==> config.mk <==
export PLATFORM = sky130hd
export DESIGN_NAME = quad_dac_serial_load_control
export DESIGN_NICKNAME = d
export VERILOG_FILES = /design/src/dac_ctrl_pkg.sv /design/src/quad_dac_serial_load_control.sv /design/src/pin_sync.sv /design/src/frame_shifter.sv
export SDC_FILE = /design/constraint.sdc
export NUM_CORES = 1
export LEC_CHECK = 0
export CAP_MARGIN = 20
export CELL_PAD_IN_SITES_DETAIL_PLACEMENT = 0
export CELL_PAD_IN_SITES_GLOBAL_PLACEMENT = 1
export CORE_MARGIN = 4
export CORE_UTILIZATION = 50
export DETAILED_ROUTE_END_ITERATION = 10
export DONT_BUFFER_PORTS = 1
export PLACE_DENSITY = 0.76
export SYNTH_ARGS = -nofsm -noshare
export SYNTH_HDL_FRONTEND = slang
export SYNTH_SLANG_ARGS = --single-unit
==> constraint.sdc <==
create_clock -name clk -period 1.3 [get_ports clk]
set_input_delay 0.065 -clock clk [delete_from_list [all_inputs] [get_ports clk]]
set_output_delay 0.065 -clock clk [all_outputs]
set_load 0.02 [all_outputs]
==> src/dac_ctrl_pkg.sv <==
// package: constants, frame layout and carrier types of the quad dac serial load control
// assumes: one 50 MHz clock domain; all pin levels arrive asynchronously
`default_nettype none
package dac_ctrl_pkg;

  localparam int NUM_CH      = 4;
  localparam int CODE_W      = 8;
  localparam int ADDR_W      = 2;
  localparam int FRAME_W     = 12;
  localparam int SYNC_STAGES = 2;

  // frame bit positions, msb first on the wire
  localparam int SHUTDOWN_ALL_POS = 11;
  localparam int SHUTDOWN_SEL_POS = 10;
  localparam int ADDR_HI_POS      = 9;
  localparam int ADDR_LO_POS      = 8;
  localparam int CODE_MSB_POS     = 7;
  localparam int CODE_LSB_POS     = 0;

  localparam logic [CODE_W-1:0]  CODE_RESET  = 8'h00;
  localparam logic [FRAME_W-1:0] SHIFT_RESET = 12'h000;
  localparam logic [NUM_CH-1:0]  PD_RESET    = 4'h0;

  typedef logic [NUM_CH-1:0][CODE_W-1:0] code_bank_type;

  // field order matches bits 11 down to 0 of a frame
  typedef struct packed {
    logic              shutdown_all_flag;
    logic              shutdown_selected_flag;
    logic              channel_addr_hi;
    logic              channel_addr_lo;
    logic [CODE_W-1:0] code;
  } frame_type;

  // raw pin levels, grouped so they cross into the clock domain together
  typedef struct packed {
    logic cs_n;
    logic sclk;
    logic serial_in;
    logic pin_float;
    logic load_strobe_n;
    logic clear_n;
  } pin_type;

  localparam pin_type PIN_RESET = 6'h23;

  typedef enum logic [0:0] {
    FRAME_IDLE   = 1'b0,
    FRAME_ACTIVE = 1'b1
  } frame_state_type;

  function automatic logic [NUM_CH-1:0] chan_select(input logic [ADDR_W-1:0] addr);
    chan_select = 4'h1 << addr;
  endfunction

endpackage
`default_nettype wire

==> src/quad_dac_serial_load_control.sv <==
// quad dac serial load control: input registers, dac registers and power-down state
// assumes: all pins are asynchronous to clk and are synchronised here; the
// converters themselves sit outside and take dac_code and chan_power_down
`default_nettype none
module quad_dac_serial_load_control #(
  parameter int NUM_CH = dac_ctrl_pkg::NUM_CH
) (
  // clock and reset
  input  wire logic                        clk,
  input  wire logic                        rst_n,
  // serial link pins
  input  wire logic                        cs_n,
  input  wire logic                        sclk,
  input  wire logic                        serial_in_power_down_pin,
  input  wire logic                        pin_float,
  // register control pins
  input  wire logic                        load_strobe_n,
  input  wire logic                        clear_n,
  // converter side
  output var  dac_ctrl_pkg::code_bank_type dac_code,
  output var  logic [NUM_CH-1:0]           chan_power_down,
  output var  logic                        hw_power_down,
  // observation of the input registers
  output var  dac_ctrl_pkg::code_bank_type input_code
);

  typedef struct packed {
    dac_ctrl_pkg::code_bank_type in_reg;
    dac_ctrl_pkg::code_bank_type dac_reg;
    logic [NUM_CH-1:0]           sw_pd;
    logic                        hw_pd;
    logic [NUM_CH-1:0]           chan_pd;
  } ctrl_state_type;

  ctrl_state_type          state_ff;
  ctrl_state_type          nxt_state;
  dac_ctrl_pkg::pin_type   pins_raw;
  dac_ctrl_pkg::pin_type   pins;
  dac_ctrl_pkg::frame_type frame;
  logic                    frame_valid;
  logic [1:0]              frame_addr;
  logic [NUM_CH-1:0]       frame_sel;

  if (NUM_CH != (1 << dac_ctrl_pkg::ADDR_W)) begin : g_ch_check
    $error("channel count must match the two address bits");
  end

  assign pins_raw = '{cs_n: cs_n, sclk: sclk, serial_in: serial_in_power_down_pin,
                      pin_float: pin_float, load_strobe_n: load_strobe_n,
                      clear_n: clear_n};

  // every pin crosses together, so relative skew stays at the pin level
  pin_sync #(
    .WIDTH     ($bits(dac_ctrl_pkg::pin_type)),
    .RESET_VAL (dac_ctrl_pkg::PIN_RESET)
  ) u_pin_sync (
    .clk     (clk),
    .rst_n   (rst_n),
    .pin_in  (pins_raw),
    .pin_out (pins)
  );

  frame_shifter u_frame_shifter (
    .clk         (clk),
    .rst_n       (rst_n),
    .cs_n        (pins.cs_n),
    .sclk        (pins.sclk),
    .serial_in   (pins.serial_in),
    .frame       (frame),
    .frame_valid (frame_valid)
  );

  assign frame_addr = {frame.channel_addr_hi, frame.channel_addr_lo};
  assign frame_sel  = dac_ctrl_pkg::chan_select(frame_addr);

  always_comb begin
    nxt_state = state_ff;
    if (frame_valid) begin
      nxt_state.in_reg[frame_addr] = frame.code;
      for (int i = 0; i < NUM_CH; i++) begin
        // software power-down is sticky per channel until woken explicitly
        if (!frame.shutdown_all_flag) begin
          nxt_state.sw_pd[i] = 1'b1;
        end else if (frame_sel[i]) begin
          nxt_state.sw_pd[i] = !frame.shutdown_selected_flag;
        end
      end
    end
    // transparent load shows a code written in the same cycle
    if (!pins.load_strobe_n) begin
      nxt_state.dac_reg = nxt_state.in_reg;
    end
    // clear wins over a frame write and a load; power-down state is left alone
    if (!pins.clear_n) begin
      nxt_state.in_reg  = '0;
      nxt_state.dac_reg = '0;
    end
    // hardware power-down only gates outputs, codes stay put
    nxt_state.hw_pd   = pins.pin_float;
    nxt_state.chan_pd = nxt_state.sw_pd | {NUM_CH{nxt_state.hw_pd}};
  end

  always_ff @(posedge clk or negedge rst_n) begin
    if (!rst_n) begin
      state_ff <= '{in_reg: {NUM_CH{dac_ctrl_pkg::CODE_RESET}},
                    dac_reg: {NUM_CH{dac_ctrl_pkg::CODE_RESET}},
                    sw_pd: dac_ctrl_pkg::PD_RESET, hw_pd: 1'b0,
                    chan_pd: dac_ctrl_pkg::PD_RESET};
    end else begin
      state_ff <= nxt_state;
    end
  end

  assign dac_code        = state_ff.dac_reg;
  assign input_code      = state_ff.in_reg;
  assign chan_power_down = state_ff.chan_pd;
  assign hw_power_down   = state_ff.hw_pd;

  // one checker per channel: a frame for another address leaves this register alone
  for (genvar ch = 0; ch < NUM_CH; ch++) begin : g_other_regs

  end
endmodule
`default_nettype wire

==> src/pin_sync.sv <==
// two-stage synchroniser for a group of asynchronous pin levels
// assumes: inputs may change at any time relative to clk
`default_nettype none
module pin_sync #(
  parameter int               WIDTH     = 1,
  parameter logic [WIDTH-1:0] RESET_VAL = '0
) (
  // clock and reset
  input  wire logic             clk,
  input  wire logic             rst_n,
  // levels
  input  wire logic [WIDTH-1:0] pin_in,
  output var  logic [WIDTH-1:0] pin_out
);

  typedef struct packed {
    logic [WIDTH-1:0] meta;
    logic [WIDTH-1:0] settled;
  } sync_state_type;

  sync_state_type state_ff;
  sync_state_type nxt_state;

  if (WIDTH < 1) begin : g_width_check
    $error("pin_sync needs at least one bit");
  end

  // the first stage is read only by the second
  always_comb begin
    nxt_state         = state_ff;
    nxt_state.meta    = pin_in;
    nxt_state.settled = state_ff.meta;
  end

  always_ff @(posedge clk or negedge rst_n) begin
    if (!rst_n) begin
      state_ff <= {RESET_VAL, RESET_VAL};
    end else begin
      state_ff <= nxt_state;
    end
  end

  assign pin_out = state_ff.settled;

endmodule
`default_nettype wire

==> src/frame_shifter.sv <==
// serial frame shifter: samples the link clock, shifts data while selected,
// hands the frame over when chip select returns high
// assumes: cs_n, sclk and serial_in are already synchronised to clk
`default_nettype none
module frame_shifter (
  // clock and reset
  input  wire logic                  clk,
  input  wire logic                  rst_n,
  // synchronised link levels
  input  wire logic                  cs_n,
  input  wire logic                  sclk,
  input  wire logic                  serial_in,
  // frame hand-over
  output var  dac_ctrl_pkg::frame_type frame,
  output var  logic                  frame_valid
);

  typedef struct packed {
    dac_ctrl_pkg::frame_state_type        phase;
    logic                                 sclk_prev;
    logic [dac_ctrl_pkg::FRAME_W-1:0]     shift_reg;
    dac_ctrl_pkg::frame_type              frame;
    logic                                 frame_valid;
  } shifter_state_type;

  shifter_state_type state_ff;
  shifter_state_type nxt_state;
  logic              sclk_rise;

  assign sclk_rise = sclk && !state_ff.sclk_prev;

  always_comb begin
    nxt_state             = state_ff;
    nxt_state.sclk_prev   = sclk;
    nxt_state.frame_valid = 1'b0;
    // only the newest twelve bits survive a long frame
    if (!cs_n && sclk_rise) begin
      nxt_state.shift_reg = {state_ff.shift_reg[dac_ctrl_pkg::FRAME_W-2:0], serial_in};
    end
    case (state_ff.phase)
      dac_ctrl_pkg::FRAME_IDLE: begin
        if (!cs_n) begin
          nxt_state.phase = dac_ctrl_pkg::FRAME_ACTIVE;
        end
      end
      dac_ctrl_pkg::FRAME_ACTIVE: begin
        // sclk is held low by the host here, so no shift races the hand-over
        if (cs_n) begin
          nxt_state.frame       = dac_ctrl_pkg::frame_type'(state_ff.shift_reg);
          nxt_state.frame_valid = 1'b1;
          nxt_state.phase       = dac_ctrl_pkg::FRAME_IDLE;
        end
      end
      default: begin
        nxt_state.phase = dac_ctrl_pkg::FRAME_IDLE;
      end
    endcase
  end

  always_ff @(posedge clk or negedge rst_n) begin
    if (!rst_n) begin
      state_ff <= '{phase: dac_ctrl_pkg::FRAME_IDLE, sclk_prev: 1'b0,
                    shift_reg: dac_ctrl_pkg::SHIFT_RESET,
                    frame: dac_ctrl_pkg::frame_type'(dac_ctrl_pkg::SHIFT_RESET),
                    frame_valid: 1'b0};
    end else begin
      state_ff <= nxt_state;
    end
  end

  assign frame       = state_ff.frame;
  assign frame_valid = state_ff.frame_valid;
endmodule
`default_nettype wire

==> impl_metrics.env <==
export IMPL_yosysSeqAreaShare=0.583
export IMPL_area_growth_syn_to_layout_pct=0.909
export IMPL_cts_tree="done"
export IMPL_cpLargestDelayFamily="simple AND/OR/NAND/NOR gates"
export IMPL_grt_pass1_vias=2672
export IMPL_maxCapViolCount=0
export IMPL_grt_max_degree=113
export IMPL_start_util=0.517
export IMPL_synth_area_um2=4820
export IMPL_cts_sinks=112
export IMPL_violations="hold timing, setup timing"
export IMPL_crit_path_start_kind="flop"
export IMPL_fin_ws_ps=-4.09
export IMPL_place_congestion=0.734
export IMPL_max_clock_path_buffers=2
export IMPL_postRouteAntennaNets=0
export IMPL_relSlewSlack=0.735
export IMPL_crit_reg2reg_launch="u_frame_shifter.frame[8]"
export IMPL_placed_area_um2=4480
export IMPL_cp_startpoint="u_frame_shifter.frame[8]"
export IMPL_ys_types=38
export IMPL_fillCellCount=835
export IMPL_vdd_drop_max_v=0.000648
export IMPL_rows=35
export IMPL_worstPathBufferInverterCount=1
export IMPL_avgSynthCellArea_um2=11.6
export IMPL_first_pass_iters=4
export IMPL_ys_warnings_count=0
export IMPL_worstPathRequired_ps=1550
export IMPL_max_stage_delay_ps=430
export IMPL_grt_usage=0.162
export IMPL_holdBufCountCts=6
export IMPL_synthCells=415
export IMPL_hold_ws_ps=-619
export IMPL_cp_slowest_cell="or3b_4"
export IMPL_path_class="reg -> reg"
export IMPL_wire_per_inst_um=18.1
export IMPL_design_core_area_um2=9330
export IMPL_hold_path_class="in -> async"
export IMPL_period_needed_ps=1300
export IMPL_crit_fanout=8
export IMPL_power_total_uw=7450
export IMPL_slew_viol_final=0
export IMPL_hold_viol_final=112
export IMPL_tns_ps=-10.6
export IMPL_finalClockSkew_ps=16.1
export IMPL_crit_chain="buf_4, or3b_4, nand2_1, a31oi_1"
export IMPL_ff_latch_area_um2=2810
export IMPL_drc=0
export IMPL_cp_arrival_ps=1550
export IMPL_p_per_area_nw_per_um2=1530
export IMPL_worst_pin_slew_ps=397
export IMPL_vias=2645
export IMPL_synth_nets=423
export IMPL_status="finished with violations"
export IMPL_routed_via_density=5.34
export IMPL_drt_initial_drc_count=132
export IMPL_endpoint_kind="flop"
export IMPL_multi_input_area_um2=1390
export IMPL_gr_total_overflow=0
export IMPL_p_leak_uw=0.00220
export IMPL_htreeDepth=3
export IMPL_rsz0062_at_grt="yes"
export IMPL_setup_viol=3
export IMPL_fin_area_um2=4860
export IMPL_yosys_register_bits=112
export IMPL_antenna_found_initial=0
export IMPL_max_freq_mhz=767
export IMPL_drive_gt1_frac=0.235
export IMPL_finalWirelength_um=8960
export IMPL_n_antenna_cell=0
export IMPL_clk_pin_slew_ps=110
export IMPL_die_width_um=106
export IMPL_grt_pass1_wl_um=14300
export IMPL_die_area_um2=11300
export IMPL_ios=77
export IMPL_clk_latency_ps=370
export IMPL_numCtsBuffers=9
export IMPL_hpwl_um=5660
export IMPL_nets=369
export IMPL_post_route_period_util=1.00
export IMPL_cts_root_buf="clkbuf_8"
export IMPL_io_buffers=0
export IMPL_dieHeight_um=106
export IMPL_place_ws_ps=0.0741
routing by layer:
layer  vias to the layer above  GRT usage  part of all wire
li1                       1241          -                 -
met1                      1331      0.218              0.45
met2                        62      0.252              0.47
met3                        11     0.0461             0.067
met4                         0     0.0527             0.014
met5                         -          0                 0
metrics by stage:
stage | cells | util
6_report | 495 | 0.521
4_1_cts | 492 | 0.511
3_5_place_dp | 470 | 0.480
3_3_place_gp | 470 | 0.480
2_1_floorplan | 415 | -
5_1_grt | 495 | 0.521
registers in the layout (all words and copies together) (netlist names):
register                     cells
chan_power_down                  4
dac_code                        32
hw_power_down                    1
input_code                      32
state_ff                         4
u_frame_shifter.frame           12
u_frame_shifter.frame_valid      1
u_frame_shifter.state_ff        14
u_pin_sync.nxt_state             6
u_pin_sync.pin_out               6
layout by cell type (no fill, tap or decap), drive strengths merged:
master and count:
dfrtp 106, nor2 5, dlygate4sd3 6, mux2i 8
o22ai 1, o21ai 36, clkbuf 11, a31oi 24
buf 19, nand2b 2, inv 4, bufinv 2
nor3 2, o31ai 1, nor3b 2, and3 3
dfstp 6, nand2 49, or3b 1, nor2b 9
a21oi 10, a21boi 24, nand3b 2, and2 1
clkinv 3, and3b 2, a21bo 1, mux2 24
nand3 2
path summary, 6_finish.rpt:
path	end	slack, ps	cells past startpoint
setup / recovery	dac_code[6]	-4	4
hold / removal	hw_power_down	-620	0
setup reg to reg	dac_code[6]	-4	4
hold reg to reg	u_pin_sync.pin_out[4]	360	0
max in group asynchronous	u_pin_sync.nxt_state[0]	1660	0
min in group clk	u_pin_sync.nxt_state[5]	240	1
synth_stat cells:
| cell type | number | area share |
|---|---|---|
| mux2i_1 | 8 | 0.017 |
| and2_1 | 1 | 0.0013 |
| nand2_1 | 49 | 0.038 |
| a21bo_2 | 1 | 0.0021 |
| a31oi_1 | 24 | 0.031 |
| clkbuf_2 | 1 | 0.0010 |
| clkinv_1 | 1 | 0.00078 |
| or3b_1 | 1 | 0.0018 |
| nand3_1 | 2 | 0.0021 |
| inv_1 | 3 | 0.0023 |
| nand2b_1 | 2 | 0.0026 |
| clkbuf_8 | 1 | 0.0029 |
| and3b_2 | 1 | 0.0021 |
| nor2_1 | 5 | 0.0039 |
| mux2_2 | 24 | 0.056 |
| and3_2 | 2 | 0.0031 |
| and3b_1 | 1 | 0.0018 |
| nor3b_2 | 1 | 0.0026 |
| dfrtp_1 | 106 | 0.55 |
| nor3b_4 | 1 | 0.0039 |
| o31ai_1 | 1 | 0.0016 |
| a21boi_1 | 8 | 0.012 |
| o21ai_0 | 36 | 0.037 |
| nand3b_1 | 1 | 0.0016 |
| a21oi_1 | 10 | 0.010 |
| dfstp_2 | 6 | 0.033 |
| buf_6 | 4 | 0.0093 |
| dlygate4sd1_1 | 1 | 0.0018 |
| and3_1 | 1 | 0.0013 |
| dlymetal6s2s_1 | 1 | 0.0026 |
| buf_4 | 71 | 0.11 |
| o22ai_1 | 1 | 0.0013 |
| buf_2 | 3 | 0.0031 |
| nor3_1 | 2 | 0.0021 |
| nor2b_1 | 9 | 0.012 |
| a21boi_0 | 16 | 0.025 |
| clkbuf_1 | 8 | 0.0062 |
| nand3b_2 | 1 | 0.0023 |
kinds of logic after synthesis:
kind of cell | after synthesis | share of synthesized area
flops | 112 | 0.583
compound gates | 97 | 0.121
buf+inv | 94 | 0.141
simple gates | 80 | 0.0823
mux | 32 | 0.0727
report_power, final:
part / switching, uW / internal, uW
Clock: 1170 / 1160
Sequential: 577 / 3840
Combinational: 303 / 398
cell type report:
type | count | share of cell area
sequential | 112 | 0.578
multi-input combinational | 209 | 0.287
timing repair buffer | 25 | 0.0520
tap | 129 | 0.0332
clock buffer | 11 | 0.0291
clock inverter | 5 | 0.0183
inverter | 4 | 0.00309
repair_timing:
action	4_1_cts	5_1_grt
endpoints found under the hold margin	118	112
setup buffers	0	3
endpoints found under the setup margin	0	61
gates resized for setup	0	37
(Power assumes the default switching activity.)
